$ cat src/hdl/iahc_map.vh
// Register offsets, field positions, reset values and timing counts
`ifndef IAHC_MAP_VH
`define IAHC_MAP_VH
// Register byte offsets
`define IAHC_CTRL 8'h00
`define IAHC_EXTCFG 8'h04
`define IAHC_PSTAT 8'h08
`define IAHC_PASSOC 8'h0C
`define IAHC_PEN 8'h10
`define IAHC_TMRCFG 8'h14
`define IAHC_STATUS 8'h18
// CTRL fields
`define IAHC_IMASK_BIT 0
`define IAHC_IMASK_RST 1'b1
// EXTCFG fields
`define IAHC_POL_LO 0
`define IAHC_EDGE_LO 4
`define IAHC_NANDEN_LO 8
// TMRCFG fields
`define IAHC_TIMEBASE_INTERRUPT_ENABLE_BIT 0
`define IAHC_OVERFLOW_INTERRUPT_ENABLE_BIT 1
`define IAHC_CKS_LO 2
`define IAHC_WDGH_BIT 4
// Autoreload counter clock codes
`define IAHC_CKS_OFF 2'h0
`define IAHC_CKS_TB 2'h1
`define IAHC_CKS_CPU 2'h2
`define IAHC_CKS_RSV 2'h3
// Vector identifiers, lowest wins
`define IAHC_VEC_TRAP 4'h0
`define IAHC_VEC_TB 4'h4
`define IAHC_VEC_AR 4'h5
// Start-up delay after reset wake from active halt
`define IAHC_STARTUP_CYC 9'h100
`endif

$ cat src/hdl/iahc_ctrl.v
// Interrupt entry/exit sequencer and active-halt controller with APB registers
//
// Implementation choices: the register addresses and register access over APB.
`timescale 1ns/100ps
`default_nettype none
`include "iahc_map.vh"

module iahc_ctrl (
   // Clock and reset
   input wire SYS_CLK,
   input wire RSTN,
   // APB slave
   input wire PSEL,
   input wire PENABLE,
   input wire PWRITE,
   input wire [7:0] PADDR,
   input wire [31:0] PWDATA,
   output reg [31:0] PRDATA,
   output reg PREADY,
   output reg PSLVERR,
   // Core events
   input wire INSTR_END,
   input wire TRAP_EXEC,
   input wire RETURN_FROM_INTERRUPT_EXEC,
   input wire HALT_EXEC,
   input wire WAIT_EXEC,
   input wire WAKE_RESET,
   input wire WDG_ACTIVE,
   // Request sources
   input wire [1:0] EXT_PIN,
   input wire [3:0] NAND_PIN,
   input wire TB_OVF,
   input wire AR_OVF,
   input wire [3:0] PERIPH_EVT,
   // Core control
   output reg I_FLAG,
   output reg SUSPEND,
   output reg CTX_PUSH,
   output reg CTX_POP,
   output reg [1:0] CTX_SEL,
   output reg VEC_LOAD,
   output reg [3:0] VEC_ID,
   output reg FETCH,
   output reg RESET_FETCH,
   output reg WDG_RESET,
   // Clock gating
   output reg OSC_EN,
   output reg CORE_CLK_EN,
   output reg PERIPH_CLK_EN,
   output reg TB_CLK_EN,
   output reg AR_CLK_EN,
   output reg [1:0] AR_CLK_SRC
);

   localparam S_RUN = 8'h01;
   localparam S_PUSH = 8'h02;
   localparam S_VEC = 8'h04;
   localparam S_POP = 8'h08;
   localparam S_WAIT = 8'h10;
   localparam S_HALT = 8'h20;
   localparam S_AHALT = 8'h40;
   localparam S_START = 8'h80;

   // Lowest set bit wins
   function [3:0] prio;
      input [9:0] v;
      integer i;
      begin
         prio = 4'h0;
         for (i = 9; i >= 0; i = i - 1) begin
            if (v[i]) begin
               prio = i[3:0];
            end
         end
      end
   endfunction

   reg [7:0] state;
   reg [1:0] cnt;
   reg [3:0] sel;
   reg [8:0] su_cnt;
   reg trap_pend;
   reg [2:0] ext_pol;
   reg [2:0] ext_edge;
   reg [3:0] nand_en;
   reg [2:0] ext_lat;
   reg [2:0] ext_prev;
   reg [3:0] pflag;
   reg [3:0] pen;
   reg [3:0] parm;
   reg [7:0] passoc;
   reg tb_flag;
   reg ar_flag;
   reg timebase_interrupt_enable;
   reg overflow_interrupt_enable;
   reg [1:0] cks;
   reg wdg_halt;
   reg [31:0] rdata;
   reg hit;

   // Combined pin group, idle when no pin enabled
   wire nand_out = ~&(NAND_PIN | ~nand_en);
   wire [2:0] ext_raw = {nand_out, EXT_PIN} ^ ext_pol;
   wire [2:0] ext_rise = ext_raw & ~ext_prev;
   wire [2:0] ext_req = (ext_edge & ext_lat) | (~ext_edge & ext_raw);
   wire tb_req = tb_flag & timebase_interrupt_enable;
   wire ar_req = ar_flag & overflow_interrupt_enable;
   wire [3:0] p_req = pflag & pen;
   wire [8:0] mreq = {p_req, ar_req, tb_req, ext_req};
   wire [9:0] elig = {mreq & {9{~I_FLAG}}, trap_pend};
   wire take = (|elig) & INSTR_END;
   wire ah_en = timebase_interrupt_enable | (overflow_interrupt_enable & (cks == `IAHC_CKS_TB));
   wire [9:0] ent_clr = {9'h000, state == S_VEC} << sel;

   // Answer built on first access edge, action on the completing edge
   wire acc = PSEL & PENABLE & ~PREADY;
   wire done = PSEL & PENABLE & PREADY;
   wire wr_en = done & PWRITE;
   wire rd_en = done & ~PWRITE;

   // Register read mux and address decode
   always @* begin
      rdata = 32'h00000000;
      hit = 1'b1;
      case (PADDR)
         `IAHC_CTRL: rdata = {31'h00000000, I_FLAG};
         `IAHC_EXTCFG: rdata = {20'h00000, nand_en, 1'b0, ext_edge, 1'b0, ext_pol};
         `IAHC_PSTAT: rdata = {28'h0000000, pflag};
         `IAHC_PASSOC: rdata = {24'h000000, passoc};
         `IAHC_PEN: rdata = {28'h0000000, pen};
         `IAHC_TMRCFG: rdata = {27'h0000000, wdg_halt, cks, overflow_interrupt_enable, timebase_interrupt_enable};
         `IAHC_STATUS: rdata = {10'h000, trap_pend, ar_flag, tb_flag, ext_req,
                                4'h0, sel, state};
         default: hit = 1'b0;
      endcase
   end

   // APB answer, one wait state
   always @(posedge SYS_CLK or negedge RSTN) begin
      if (!RSTN) begin
         PREADY <= 1'b0;
         PSLVERR <= 1'b0;
         PRDATA <= 32'h00000000;
      end else begin
         PREADY <= acc;
         PSLVERR <= acc & ~hit;
         PRDATA <= (acc & ~PWRITE & hit) ? rdata : 32'h00000000;
      end
   end

   // Configuration registers
   always @(posedge SYS_CLK or negedge RSTN) begin
      if (!RSTN) begin
         ext_pol <= 3'h0;
         ext_edge <= 3'h0;
         nand_en <= 4'h0;
         pen <= 4'h0;
         passoc <= 8'h00;
         timebase_interrupt_enable <= 1'b0;
         overflow_interrupt_enable <= 1'b0;
         cks <= `IAHC_CKS_OFF;
         wdg_halt <= 1'b0;
      end else if (wr_en) begin
         case (PADDR)
            `IAHC_EXTCFG: begin
               ext_pol <= PWDATA[`IAHC_POL_LO +: 3];
               ext_edge <= PWDATA[`IAHC_EDGE_LO +: 3];
               nand_en <= PWDATA[`IAHC_NANDEN_LO +: 4];
            end
            `IAHC_PASSOC: passoc <= PWDATA[7:0];
            `IAHC_PEN: pen <= PWDATA[3:0];
            `IAHC_TMRCFG: begin
               timebase_interrupt_enable <= PWDATA[`IAHC_TIMEBASE_INTERRUPT_ENABLE_BIT];
               overflow_interrupt_enable <= PWDATA[`IAHC_OVERFLOW_INTERRUPT_ENABLE_BIT];
               cks <= PWDATA[`IAHC_CKS_LO +: 2];
               wdg_halt <= PWDATA[`IAHC_WDGH_BIT];
            end
            default: begin
            end
         endcase
      end
   end

   // Request latches; a new event wins over a same-cycle clear
   always @(posedge SYS_CLK or negedge RSTN) begin
      if (!RSTN) begin
         ext_prev <= 3'h0;
         ext_lat <= 3'h0;
         trap_pend <= 1'b0;
         tb_flag <= 1'b0;
         ar_flag <= 1'b0;
         pflag <= 4'h0;
         parm <= 4'h0;
      end else begin
         ext_prev <= ext_raw;
         ext_lat <= (ext_lat & ~ent_clr[3:1]) | (ext_rise & ext_edge);
         trap_pend <= (trap_pend & ~ent_clr[0]) | TRAP_EXEC;
         tb_flag <= (tb_flag & ~ent_clr[4]) | TB_OVF;
         ar_flag <= (ar_flag & ~ent_clr[5]) | AR_OVF;
         if (wr_en && PADDR == `IAHC_PSTAT) begin
            pflag <= (pflag & PWDATA[3:0]) | PERIPH_EVT;
            parm <= 4'h0;
         end else if (rd_en && PADDR == `IAHC_PSTAT) begin
            pflag <= pflag | PERIPH_EVT;
            parm <= pflag;
         end else if (done && PADDR == `IAHC_PASSOC) begin
            pflag <= (pflag & ~parm) | PERIPH_EVT;
            parm <= 4'h0;
         end else begin
            pflag <= pflag | PERIPH_EVT;
         end
      end
   end

   // Entry, return and low-power sequencer
   always @(posedge SYS_CLK or negedge RSTN) begin
      if (!RSTN) begin
         state <= S_RUN;
         cnt <= 2'h0;
         sel <= 4'h0;
         su_cnt <= 9'h000;
         I_FLAG <= `IAHC_IMASK_RST;
         SUSPEND <= 1'b0;
         CTX_PUSH <= 1'b0;
         CTX_POP <= 1'b0;
         CTX_SEL <= 2'h0;
         VEC_LOAD <= 1'b0;
         VEC_ID <= 4'h0;
         FETCH <= 1'b0;
         RESET_FETCH <= 1'b0;
         WDG_RESET <= 1'b0;
      end else begin
         SUSPEND <= 1'b0;
         CTX_PUSH <= 1'b0;
         CTX_POP <= 1'b0;
         VEC_LOAD <= 1'b0;
         RESET_FETCH <= 1'b0;
         WDG_RESET <= 1'b0;
         FETCH <= VEC_LOAD;
         if (wr_en && PADDR == `IAHC_CTRL) begin
            I_FLAG <= PWDATA[`IAHC_IMASK_BIT];
         end
         case (state)
            S_RUN: begin
               if (take) begin
                  SUSPEND <= 1'b1;
                  sel <= prio(elig);
                  cnt <= 2'h0;
                  state <= S_PUSH;
               end else if (RETURN_FROM_INTERRUPT_EXEC) begin
                  cnt <= 2'h0;
                  state <= S_POP;
               end else if (HALT_EXEC) begin
                  if (WDG_ACTIVE && wdg_halt) begin
                     WDG_RESET <= 1'b1;
                  end else if (ah_en) begin
                     I_FLAG <= 1'b0;
                     state <= S_AHALT;
                  end else begin
                     state <= S_HALT;
                  end
               end else if (WAIT_EXEC) begin
                  state <= S_WAIT;
               end
            end
            S_PUSH: begin
               // Order: PC, X, A, CC
               CTX_PUSH <= 1'b1;
               CTX_SEL <= cnt;
               cnt <= cnt + 2'h1;
               if (cnt == 2'h3) begin
                  state <= S_VEC;
               end
            end
            S_VEC: begin
               I_FLAG <= 1'b1;
               VEC_LOAD <= 1'b1;
               VEC_ID <= sel;
               state <= S_RUN;
            end
            S_POP: begin
               // Reverse order: CC, A, X, PC
               CTX_POP <= 1'b1;
               CTX_SEL <= 2'h3 - cnt;
               cnt <= cnt + 2'h1;
               if (cnt == 2'h3) begin
                  I_FLAG <= 1'b0;
                  state <= S_RUN;
               end
            end
            S_WAIT: begin
               if ((|mreq) || trap_pend) begin
                  state <= S_RUN;
               end
            end
            S_HALT: begin
               if (|ext_req) begin
                  state <= S_RUN;
               end
            end
            S_AHALT: begin
               if (WAKE_RESET) begin
                  su_cnt <= 9'h000;
                  state <= S_START;
               end else if (tb_req || ar_req) begin
                  // Immediate wake straight into entry
                  SUSPEND <= 1'b1;
                  sel <= tb_req ? `IAHC_VEC_TB : `IAHC_VEC_AR;
                  cnt <= 2'h0;
                  state <= S_PUSH;
               end
            end
            S_START: begin
               su_cnt <= su_cnt + 9'h001;
               if (su_cnt == `IAHC_STARTUP_CYC - 9'h001) begin
                  RESET_FETCH <= 1'b1;
                  I_FLAG <= `IAHC_IMASK_RST;
                  state <= S_RUN;
               end
            end
            default: state <= S_RUN;
         endcase
      end
   end

   // Clock gating follows the current state
   always @(posedge SYS_CLK or negedge RSTN) begin
      if (!RSTN) begin
         OSC_EN <= 1'b1;
         CORE_CLK_EN <= 1'b1;
         PERIPH_CLK_EN <= 1'b1;
         TB_CLK_EN <= 1'b1;
         AR_CLK_EN <= 1'b0;
         AR_CLK_SRC <= `IAHC_CKS_OFF;
      end else begin
         OSC_EN <= (state != S_HALT);
         CORE_CLK_EN <= ((state & (S_RUN | S_PUSH | S_VEC | S_POP)) != 8'h00);
         PERIPH_CLK_EN <= ((state & (S_HALT | S_AHALT | S_START)) == 8'h00);
         if (state == S_AHALT) begin
            TB_CLK_EN <= ah_en;
            AR_CLK_EN <= overflow_interrupt_enable & (cks == `IAHC_CKS_TB);
         end else begin
            TB_CLK_EN <= (state != S_HALT);
            AR_CLK_EN <= (state != S_HALT) & (cks != `IAHC_CKS_OFF) & (cks != `IAHC_CKS_RSV);
         end
         AR_CLK_SRC <= (cks == `IAHC_CKS_RSV) ? `IAHC_CKS_OFF : cks;
      end
   end

endmodule
`default_nettype wire

$ cat config.mk
export PLATFORM = sky130hd
export DESIGN_NAME = iahc_ctrl
export DESIGN_NICKNAME = d
export VERILOG_FILES = /design/src/hdl/iahc_ctrl.v
export VERILOG_INCLUDE_DIRS = /design/src /design/src/hdl
export SDC_FILE = /design/constraint.sdc
export NUM_CORES = 1
export LEC_CHECK = 0
export BUFFER_PORTS_ARGS = -buffer_cell sky130_fd_sc_hd__clkbuf_2
export CORE_MARGIN = 5
export CORE_UTILIZATION = 49
export CTS_CLUSTER_SIZE = 10
export DETAILED_ROUTE_END_ITERATION = 6
export GPL_TIMING_DRIVEN = 1
export PLACE_DENSITY_LB_ADDON = 0.08
export SETUP_SLACK_MARGIN = 0.15
export SLEW_MARGIN = 20
export SYNTH_ARGS = -nofsm -noshare
export SYNTH_HDL_FRONTEND = slang
export SYNTH_SLANG_ARGS = --single-unit
$ cat constraint.sdc
create_clock -name SYS_CLK -period 2.3 [get_ports SYS_CLK]
set_clock_uncertainty 0.05 [all_clocks]
set_input_delay 0.46 -clock SYS_CLK [delete_from_list [all_inputs] [get_ports SYS_CLK]]
set_output_delay 0.46 -clock SYS_CLK [all_outputs]
set_load 0.01 [all_outputs]
After elaboration in Yosys (flattened, before gate mapping). Index checks and enable logic that the tools add are counted.

Eq/ne operators: 33. Mux-type cells: 72. Add/sub/neg operators: 3. Reductions and logical operators: 31. Bitwise operators: 49. Shift-type cells: 1.

Operators with widths (number): case mux 22 bit (7 select lines) (1); two-way mux 8 bit (12); two-way mux 4 bit (19); case mux 8 bit (7 select lines) (1); == test 8 x 5 -> 1 bit (second input constant) (4); two-way mux 32 bit (1); two-way mux 1 bit (25); == test 8 x 4 -> 1 bit (second input constant) (3); != test 2 bit (second input constant) (10); case mux 9 bit (2 select lines) (1); AND 1 bit (17); == test 8 x 3 -> 1 bit (second input constant) (2); zero test 8 bit (2); OR 4 bit (4); AND 3 bit (5); AND 4 bit (3); AND reduction 4 bit (3); two-way mux 2 bit (5); != test 5 bit (second input constant) (2); AND reduction 2 bit (5); OR reduction 10 bit (1); adder 9 x 1 -> 9 bit (second input constant) (1); AND 9 bit (1); == test 9 x 8 -> 1 bit (second input constant) (1); other kinds (36) (60).

Logic and storage cells: 228. Output and inout port bits: 55. Register bits: 122.

Logic depth before layout (Yosys ltp). Gate-level depths: netlist (run 1).

Depth in word-level cells: 20. Depth in mapped cells: 9. Depth with buffers taken out: 9.

Worst setup path before layout (run 1). Ideal clock, no wire load.

Path type: input-to-reg. Start point: in NAND_PIN[1]. End point: reg sel[1]. Data arrival time: 2.167 ns. Cell stages on the path: 6. Required time: 2.125 ns. Path slack: -0.042 ns. Path through: inv_1 a2111oi_4 mux2i_2 a41oi_4 a21oi_2 mux2_2.

Cells in the longest elaborated chain, start to end: 13. Elaborated cells between the ends (all ways): 17.

Ends and longest elaborated chain: start, declared (line iahc_ctrl.v:31) `input wire [3:0] NAND_PIN,`; OR 4 bit * (line iahc_ctrl.v:102) `wire nand_out = ~&(NAND_PIN | ~nand_en);`; AND reduction 4 bit * (line iahc_ctrl.v:102); zero test 1 bit * (line iahc_ctrl.v:102); bitwise XOR 3 bit * (line iahc_ctrl.v:103) `wire [2:0] ext_raw = {nand_out, EXT_PIN} ^ ext_pol;`; AND 3 bit * (line iahc_ctrl.v:105) `wire [2:0] ext_req = (ext_edge & ext_lat) | (~ext_edge & ext_raw);`; OR 3 bit * (line iahc_ctrl.v:105); AND 9 bit * (line iahc_ctrl.v:110) `wire [9:0] elig = {mreq & {9{~I_FLAG}}, trap_pend};`; two-way mux 4 bit (4 in a row) (line iahc_ctrl.v:71) `if (v[i]) begin`; two-way mux 4 bit (line iahc_ctrl.v:245) `if (take) begin`; case mux 4 bit (2 select lines) (line iahc_ctrl.v:243) `case (state)`; end signal, assigned (line iahc_ctrl.v:247) `sel <= prio(elig);`; end signal, assigned (line iahc_ctrl.v:308) `` sel <= tb_req ? `IAHC_VEC_TB : `IAHC_VEC_AR; ``; end, declared (line iahc_ctrl.v:80) `reg [3:0] sel;`.

Every way passes the cells marked *; elsewhere a longest branch is shown, timed or not. The select of a mux whose other input is x is not followed. A chain may end at the register's enable or synchronous reset.

Final worst setup path (run 1).
Start point: reg nand_en[0]. End point: reg sel[1].

Cells in the longest elaborated chain, start to end: 14. Elaborated cells between the ends (all ways): 18.

Ends and longest elaborated chain: start, declared (line iahc_ctrl.v:85) `reg [3:0] nand_en;`; start signal, assigned (line iahc_ctrl.v:168) `` nand_en <= PWDATA[`IAHC_NANDEN_LO +: 4]; ``; NOT 4 bit * (line iahc_ctrl.v:102); OR 4 bit * (line iahc_ctrl.v:102); AND reduction 4 bit * (line iahc_ctrl.v:102); zero test 1 bit * (line iahc_ctrl.v:102); bitwise XOR 3 bit * (line iahc_ctrl.v:103); AND 3 bit * (line iahc_ctrl.v:105); OR 3 bit * (line iahc_ctrl.v:105); AND 9 bit * (line iahc_ctrl.v:110); two-way mux 4 bit (4 in a row) (line iahc_ctrl.v:71); two-way mux 4 bit (line iahc_ctrl.v:245); case mux 4 bit (2 select lines) (line iahc_ctrl.v:243).

Marks and branches as above.

==> flow_summary.json, run 1 <==
{
  "irDropWorstVdd_v": 0.0003366,
  "cp_data_arrival_time_ns": 2.49,
  "whs_path_depth": 2,
  "grt_util_met1": 0.2967,
  "maxSlewViolCount": 0,
  "yosysTopAreaCell": "dfrtp_1",
  "grt_pass1_vias": 4148,
  "max_freq_ghz": 0.4381,
  "startpoint_type": "flip-flop",
  "start_util": 0.4958,
  "ios": 119,
  "yosysWarnings": 0,
  "setup.worst_path.start": "nand_en[0]$_DFFE_PN0P_",
  "rsz0062_at_grt": "yes",
  "cp-end-kind": "flip-flop",
  "setup_viol": 0,
  "period_minus_slack_ns": 2.283,
  "ys.flop_type": "dfrtp_1",
  "vias_per_cell": 5.444,
  "cpLargestDelayFamily": "compound AO/OA/AOI/OAI gates",
  "ys_seq_elements": 108,
  "status": "completed",
  "p_leak_nw": 3.023,
  "clock_power_share": 0.252,
  "multi_input_area_um2": 2290,
  "globalplace.congestion": 0.9491,
  "synth_area_leaders": "dfrtp_1 (51%), mux2_2 (7.4%), nand2_1 (3.6%)",
  "antenna_found_initial": 0,
  "io_buffers": 84,
  "drtAntennaViolNets": 0,
  "hp-start": "PERIPH_EVT[3]",
  "seqPwrFrac": 0.503,
  "htreeDepth": 3,
  "r2r_slack_ns": 0.02,
  "cp_slowest_cell": "dfrtp_1",
  "hold_class": "input port to flip-flop",
  "die_h_um": 111.5,
  "min_to": "pflag[3]$_DFF_PN0_",
  "cp.required_ns": 2.51,
  "routedWlPerCell_um": 16.76,
  "path_cells": "nor2b_4 -> a2111oi_4 -> buf_4 -> mux2i_4 -> a41oi_4 -> a21oi_4 -> mux2_2",
  "met2_usage": 0.3297,
  "grt_max_degree": 91,
  "nNetsFinal": 679,
  "clock_latency_ns": 0.37,
  "synth_cells": 465,
  "yosys-top-cells-count": "dfrtp_1 (102), nand2_1 (49), mux2_2 (33), nor2_1 (31), o21ai_0 (28)",
  "slowest_delay_ns": 0.39,
  "clock-sinks": 108,
  "core_area_um2": 10180,
  "rows": 37,
  "switchingPower_mw": 1.329,
  "syn_area_per_cell_um2": 10.86,
  "wirelength_mm": 12.62,
  "ys_async_sr_fraction": 1.000,
  "regToRegStartpoint": "nand_en[0]$_DFFE_PN0P_",
  "path_buf_inv": 1,
  "grtUsageMet3": 0.04185,
  "r2r-end": "sel[1]$_DFFE_PN0P_",
  "cts_buffers": 9,
  "drv_cap": 0,
  "grt.total_usage": 0.2126,
  "syn_area_um2": 5050,
  "drive_above_1_share": 0.3744,
  "utilization": 0.6193,
  "first_iter_violations": 246,
  "critPathMaxFanout": 6,
  "die_w_um": 111.5,
  "fillers": 877,
  "crit_type": "flip-flop to flip-flop",
  "setup_slack_ns": 0.01731,
  "vias": 4099,
  "drt-pass1-iter-count": 5,
  "r2r.worst_path.cells": 7,
  "cts.clk_slew.worst_paths_ns": 0.10,
  "synth_edf_count": 0,
  "period_share": 0.9925,
  "whs_ns": 0.2253,
  "hpwl_mm": 9.615,
  "grt_pass1_wl_mm": 21.19,
  "dpl_worst_slack_ns": -0.1543,
  "cts.path.max_buffers": 2,
  "grt_overflow": 0,
  "finalHoldViolations": 0,
  "drc_errors": 0,
  "grt.busiest_layer": "met2",
  "cts_root_buf": "clkbuf_8",
  "cts_tree": "yes",
  "area_growth_pct": 24.90,
  "power.internal_mw": 3.012,
  "sw_frac_of_total": 0.3061,
  "diodes": 0,
  "synthDistinctLibCells": 63,
  "p_per_area_nw_per_um2": 688.3,
  "yosysSeqAreaShare": 0.5367,
  "regArea_um2": 2711,
  "comb_power_share": 0.245,
  "die_area_um2": 12440,
  "synth_most_common_cell": "dfrtp_1",
  "synth_top_area_frac": 0.5055
}
[area by class of cell]
| class | count | area share |
|---|---|---|
| Timing Repair Buffer | 144 | 0.1414 |
| Clock buffer | 12 | 0.02619 |
| Tap cell | 136 | 0.02698 |
| Multi-Input combinational cell | 334 | 0.3630 |
| Sequential cell | 108 | 0.4299 |
| Clock inverter | 4 | 0.003571 |
| Inverter | 15 | 0.008927 |
[placed cells by master, fill, tap and decap left out, drive strengths merged, types with 4 or more instances in the layout]
cell type,Yosys,final
nor2,32,32
and2,7,7
inv,15,15
nand4b,5,5
dfstp,6,6
a22oi,14,14
nor2b,11,11
a21oi,14,14
o21ai,28,28
nand2,49,49
mux2,33,33
and3,10,10
or2,7,7
nor3,13,13
a32o,4,4
a222oi,4,4
clkbuf,5,95
nand3,18,18
o22ai,4,4
nor4,4,4
dfrtp,102,102
conb,1,14
buf,16,60
a221oi,4,4
a31oi,9,9
nand2b,4,4
mux2i,4,4
[routing by layer]
layer / part of all wire / vias up
li1: - / 1961
met1: 0.45 / 1956
met2: 0.46 / 159
met4: 0.025 / 0
met3: 0.067 / 23
met5: 0 / -
[per-stage QoR]
stage | cell area, um^2 | power [mW] | std cells | setup TNS (ns)
after detailed placement | 5996 | 3.230 | 730 | -1.637
after global routing | 6307 | 4.603 | 753 | -0.3155
after floorplan | 5142 | 2.755 | 478 | 0
after CTS | 6210 | 4.347 | 748 | -0.07159
final | 6307 | 4.341 | 753 | 0
after global placement | 5996 | 3.216 | 730 | -1.406
[sequential cells by signal, summed over array words and instances (netlist names), 3 cells and up]
signal and cells:
pen 4, passoc 8, VEC_ID 4, ext_edge 3, state 8, PRDATA 18
ext_lat 3, su_cnt 9, nand_en 4, ext_pol 3, parm 4, sel 4
pflag 4, ext_prev 3
[repair_timing]
action,4_1_cts,5_1_grt
pin swaps,2,2
setup endpoints to repair,15,18
gates resized for setup,2,12
hold buffers,1,0
endpoints found under the hold margin,18,0
setup buffers,1,5
[logic make-up (layout without fill, tap and decap cells)]
group                      Yosys count  in the layout  synth area share
adders and majority gates            3              3          0.007434
DFF                                108            108            0.5367
buffers and inverters               36            175           0.03840
muxes                               37             37           0.08226
AOI/OAI and AO/OA                  103            103            0.1469
other                                1             14         0.0007426
and+or+nand+nor                    173            173            0.1806
xor gates and xnor gates             4              4          0.006939
[power groups by stage]
stage / sequential [mW] / combinational [mW] / clock, mW
2_1_floorplan: 2.23 / 0.525 / 0
3_3_place_gp: 2.20 / 1.01 / 0
3_5_place_dp: 2.21 / 1.02 / 0
4_1_cts: 2.17 / 1.04 / 1.14
5_1_grt: 2.20 / 1.18 / 1.22
6_report: 2.18 / 1.06 / 1.09
[worst max-delay path by stage]
stage | endpoint | slack [ns] | cells past startpoint
after CTS | sel[1]$_DFFE_PN0P_ | -0.04 | 6
after floorplan | state[4]$_DFFE_PN0P_ | 0.02 | 6
final | sel[1]$_DFFE_PN0P_ | 0.02 | 7
after global routing | sel[1]$_DFFE_PN0P_ | -0.08 | 7
after detailed placement | sel[1]$_DFFE_PN0P_ | -0.15 | 7
after global placement | state[4]$_DFFE_PN0P_ | -0.15 | 7
(Power assumes the default switching activity.)
==> run 2, diff against run 1 <==
GPL_TIMING_DRIVEN = 0   (was 1)
==> flow_summary.json, run 2 (synthesis results as in run 1) <==
{
  "clock-sinks": 108,
  "clock_latency_ns": 0.37,
  "setup_viol": 6,
  "crit_type": "flip-flop to flip-flop",
  "vias": 4070,
  "startpoint_type": "flip-flop",
  "place_area_um2": 5769,
  "status": "complete, but fails checks",
  "largest_register_ffs": 18,
  "io_buffers": 84,
  "nNetsFinal": 666,
  "cp-end-kind": "flip-flop",
  "vias_per_cell": 5.507,
  "diodes": 0,
  "hpwl_mm": 9.269,
  "grt_pass1_vias": 3969,
  "regToRegStartpoint": "nand_en[2]$_DFFE_PN0P_",
  "critPathMaxFanout": 6,
  "stdcell_count": 739,
  "maxSlewHeadroom": 0.6315,
  "hold_class": "input port to flip-flop",
  "hp-start": "PERIPH_EVT[2]",
  "setup_slack_ns": -0.07580,
  "irDropWorstVdd_v": 0.0003645,
  "grt_overflow": 0,
  "drt-pass1-iter-count": 5,
  "p_per_area_nw_per_um2": 718.5,
  "top_register": "PRDATA",
  "first_iter_violations": 305,
  "ios": 119,
  "drive_above_1_share": 0.3648,
  "finalHoldViolations": 0,
  "maxSlewViolCount": 0,
  "drtAntennaViolNets": 0,
  "cts_root_buf": "clkbuf_8",
  "rsz0062_at_grt": "yes",
  "period_minus_slack_ns": 2.376,
  "p_leak_nw": 2.990,
  "design_area_um2": 6320,
  "max_freq_ghz": 0.4209,
  "start_util": 0.4958,
  "cts_tree": "yes",
  "layout_commonest_cell": "dfrtp_1",
  "core_area_um2": 10180,
  "cts.clk_slew.worst_paths_ns": 0.10,
  "cts_buffers": 9,
  "htreeDepth": 3,
  "utilization": 0.6205,
  "drc_errors": 0,
  "worstMarginPinSlew_ns": 0.5374,
  "setup_tns_ns": -0.2956,
  "die_h_um": 111.5,
  "dp.cells": 699,
  "die_w_um": 111.5,
  "period_share": 1.033,
  "violations": "setup timing",
  "die_area_um2": 12440,
  "antenna_found_initial": 0,
  "setup.worst_path.start": "nand_en[2]$_DFFE_PN0P_",
  "cts.path.max_buffers": 2,
  "area_growth_pct": 25.15,
  "grt.total_usage": 0.2042,
  "routedWlPerCell_um": 17.09,
  "rows": 37,
  "largestRegisters": "PRDATA x18, su_cnt x9",
  "cp_data_arrival_time_ns": 2.58,
  "globalplace.congestion": 0.8676,
  "grt_max_degree": 68,
  "final_cell_mix": "dfrtp_1 (99), clkbuf_2 (83), nand2_1 (49), buf_4 (37)",
  "cp.required_ns": 2.50,
  "wirelength_mm": 12.63,
  "drv_cap": 0,
  "grt_pass1_wl_mm": 20.50
}
[run 2: changes by cell type in the layout (fill, tap and decap cells not counted), moves of 2 or more]
cell	change
nor3_1	-3
clkbuf_1	+4
dfrtp_2	+2
and3_4	-2
clkbuf_8	+2
nor3_4	+2
buf_4	-21
clkinv_2	-2
dfrtp_1	-2
and3_1	+2
[run 2: path summary, 6_finish.rpt]
path / end / slack (ns) / depth (start not counted)
min: pflag[2]$_DFF_PN0_ / 0.23 / 2
max: sel[1]$_DFFE_PN0P_ / -0.08 / 6
max in group asynchronous: OSC_EN$_DFF_PN1_ / 1.00 / 3
min reg2reg: FETCH$_DFF_PN0_ / 0.31 / 0
min in group asynchronous: nand_en[0]$_DFFE_PN0P_ / 0.51 / 2
max reg2reg: sel[1]$_DFFE_PN0P_ / -0.08 / 6
[run 2: where the power goes]
group	internal, mW	switching, mW	total [mW]
clock	0.590	0.616	1.21
combinational	0.517	0.603	1.12
sequential	2.05	0.162	2.22
total	3.16	1.38	4.54
[run 2: critical path, cell delays in order (launching register included)]
cell	delay [ns]
dfrtp_1	0.40
nor2b_4	0.13
a2111oi_4	0.46
mux2i_4	0.38
a41oi_4	0.20
a21oi_4	0.31
mux2_4	0.33
[run 2: area by class of cell]
cell class / count / area, um^2
inverters: 15 / 56.30
clock buffers: 12 / 165.2
repair buffers: 110 / 650.6
flip-flops and latches: 108 / 2714
multi-input cells: 334 / 2370
fillers: 870 / 3865
clock inverters: 3 / 43.79
well taps: 136 / 170.2
plain buffers: 21 / 150.1
[run 2: layer usage]
layer,wire length [um],vias up,GRT usage
li1,-,1942,-
met1,5884,1996,0.2938
met2,5856,115,0.3136
met3,681,17,0.04511
met4,207,0,0.05758
met5,0,-,0
[run 2: timing repair]
item	in CTS	in global routing
hold buffers	1	0
resized for setup	14	16
endpoints found under the setup margin	52	31
buffers inserted	13	11
endpoints found under the hold margin	38	0
pin swaps	7	7
[run 2: per-stage QoR]
stage	power [mW]	hold slack, ns	setup WS, ns
finish	4.541	0.2280	-0.07580
global route	4.774	0.2192	-0.1621
CTS	4.394	0.2259	-0.08164
detailed placement	3.090	0.3110	-0.3663
global placement	3.066	0.3088	-0.7842
floorplan	2.755	0.1144	0.02127
==> run 3, diff against run 2 <==
CORE_UTILIZATION = 58   (was 49)
clock period = 3 ns   (was 2.3 ns; I/O delays follow)
==> flow_summary.json, run 3 (synthesis results as in run 1) <==
{
  "met2_usage": 0.3947,
  "p_per_area_nw_per_um2": 539.2,
  "rows": 34,
  "grt_pass1_vias": 3914,
  "place_area_um2": 5690,
  "utilization": 0.6843,
  "grt_pass1_wl_mm": 19.97,
  "die_area_um2": 10670,
  "hold_buffers": 0,
  "drive_above_1_share": 0.3040,
  "cts.path.max_buffers": 2,
  "cts.clk_slew.worst_paths_ns": 0.10,
  "drt-pass1-iter-count": 6,
  "globalplace.congestion": 0.8967,
  "multi_input_area_um2": 2205,
  "first_iter_violations": 321,
  "rsz0062_at_grt": "no",
  "irDropWorstVdd_v": 0.0003644,
  "htreeDepth": 3,
  "grt.total_usage": 0.2415,
  "status": "completed",
  "r2r_slack_ns": 0.32,
  "r2r-end": "sel[3]$_DFFE_PN0P_",
  "final_cell_mix": "dfrtp_1 (102), clkbuf_2 (84), nand2_1 (49), mux2_2 (33), nor2_1 (31)",
  "finalHoldViolations": 0,
  "r2r.worst_path.cells": 6,
  "core_area_um2": 8593,
  "layout_commonest_cell": "dfrtp_1",
  "vias_per_cell": 5.939,
  "power.internal_mw": 2.180,
  "max_freq_ghz": 0.3725,
  "design_area_um2": 5881,
  "p_leak_nw": 2.813,
  "grt_util_met1": 0.3401,
  "cts_tree": "yes",
  "grt_overflow": 0,
  "fillers": 686,
  "regArea_um2": 2710,
  "period_share": 0.8948,
  "largestRegisters": "PRDATA x18, su_cnt x9",
  "diodes": 0,
  "largest_register_ffs": 18,
  "start_util": 0.5877,
  "hpwl_mm": 9.185,
  "maxSlewViolCount": 0,
  "clock_power_share": 0.261,
  "ios": 119,
  "seqPwrFrac": 0.534,
  "period_minus_slack_ns": 2.685,
  "crit_type": "flip-flop to flip-flop",
  "cp-end-kind": "flip-flop",
  "sw_frac_of_total": 0.3124,
  "drtAntennaViolNets": 0,
  "switchingPower_mw": 0.9905,
  "drc_errors": 0,
  "cp.required_ns": 3.21,
  "die_h_um": 103.3,
  "comb_power_share": 0.205,
  "cp_data_arrival_time_ns": 2.89,
  "antenna_found_initial": 0,
  "area_growth_pct": 16.45,
  "clock_latency_ns": 0.37,
  "wirelength_mm": 12.16,
  "grt.busiest_layer": "met2",
  "cts_root_buf": "clkbuf_8",
  "vias": 4080,
  "clock-sinks": 108,
  "regToRegStartpoint": "nand_en[0]$_DFFE_PN0P_",
  "cts_buffers": 9,
  "top_register": "PRDATA",
  "stdcell_count": 687,
  "critPathMaxFanout": 7,
  "hold_class": "input port to asynchronous set/reset pin",
  "io_buffers": 84,
  "dp.cells": 671,
  "die_w_um": 103.3,
  "grt_max_degree": 82,
  "worstMarginPinSlew_ns": 0.8408,
  "startpoint_type": "flip-flop",
  "routedWlPerCell_um": 17.70,
  "drv_cap": 0,
  "nNetsFinal": 641,
  "maxSlewHeadroom": 0.4352,
  "grtUsageMet3": 0.03085,
  "setup_viol": 0
}
==> run 3: changes by cell type in the layout (fill, tap and decap cells not counted), moves of 3 or more <==
cell | before | now
buf_4 | 37 | 15
dfrtp_2 | 3 | 0
nor3_1 | 8 | 12
mux2_2 | 29 | 33
mux2_4 | 4 | 0
dfrtp_1 | 99 | 102
==> run 3: power by group through the flow <==
stage | clock [mW] | sequential, mW | combinational [mW]
finish | 0.827 | 1.69 | 0.650
global route | 0.897 | 1.71 | 0.725
CTS | 0.837 | 1.69 | 0.650
detailed placement | 0 | 1.72 | 0.644
global placement | 0 | 1.71 | 0.617
floorplan | 0 | 1.71 | 0.390
==> run 3: how the worst max path moves through the flow <==
stage                           start            endpoint  slack (ns)  depth (start not counted)
3_5_place_dp              NAND_PIN[1]  sel[3]$_DFFE_PN0P_        0.08                          7
2_1_floorplan             NAND_PIN[1]  sel[1]$_DFFE_PN0P_        0.52                          6
4_1_cts        nand_en[0]$_DFFE_PN0P_  sel[3]$_DFFE_PN0P_        0.25                          6
6_report       nand_en[0]$_DFFE_PN0P_  sel[3]$_DFFE_PN0P_        0.32                          6
3_3_place_gp                     RSTN  CTX_PUSH$_DFF_PN0_       -0.14                          1
5_1_grt        nand_en[0]$_DFFE_PN0P_  sel[2]$_DFFE_PN0P_        0.21                          6
==> run 3: worst max-delay path, cell delays in order, from the launching register on <==
cell and delay, ns:
dfrtp_1 0.41, nor2b_1 0.16, a2111oi_4 0.48, mux2i_4 0.43
a41oi_4 0.22, a21oi_2 0.43, mux2_2 0.39
==> run 3: timing repair <==
| item | CTS | global route |
|---|---|---|
| endpoints found under the setup margin | 0 | 2 |
| endpoints found under the hold margin | 0 | 0 |
| resized for setup | 0 | 2 |
| buffers inserted | 0 | 0 |
==> run 3: final cells by class <==
class	instances	share of cell area
Tap cell	108	0.02298
Inverter	15	0.009574
Sequential cell	108	0.4609
Buffer	21	0.02340
Clock buffer	13	0.02702
Multi-Input combinational cell	334	0.3749
Clock inverter	3	0.003617
Timing Repair Buffer	85	0.07766
==> run 3: layer usage <==
metal | wire length [um] | vias to the layer above | part of all wire
met1 | 5337 | 2010 | 0.44
met2 | 5816 | 166 | 0.48
met4 | 201 | 0 | 0.017
met3 | 806 | 14 | 0.066
met5 | 0 | - | 0
li1 | - | 1890 | -
==> run 3: metrics by stage <==
step | hold WS [ns] | power [mW] | worst slack, ns | setup TNS (ns)
CTS | 0.05647 | 3.177 | 0.2541 | 0
finish | 0.05648 | 3.171 | 0.3155 | 0
global placement | 0.3071 | 2.330 | -0.1444 | -13.93
floorplan | 0.2544 | 2.099 | 0.5184 | 0
detailed placement | 0.3155 | 2.361 | 0.07502 | 0
global route | 0.06276 | 3.329 | 0.2057 | 0
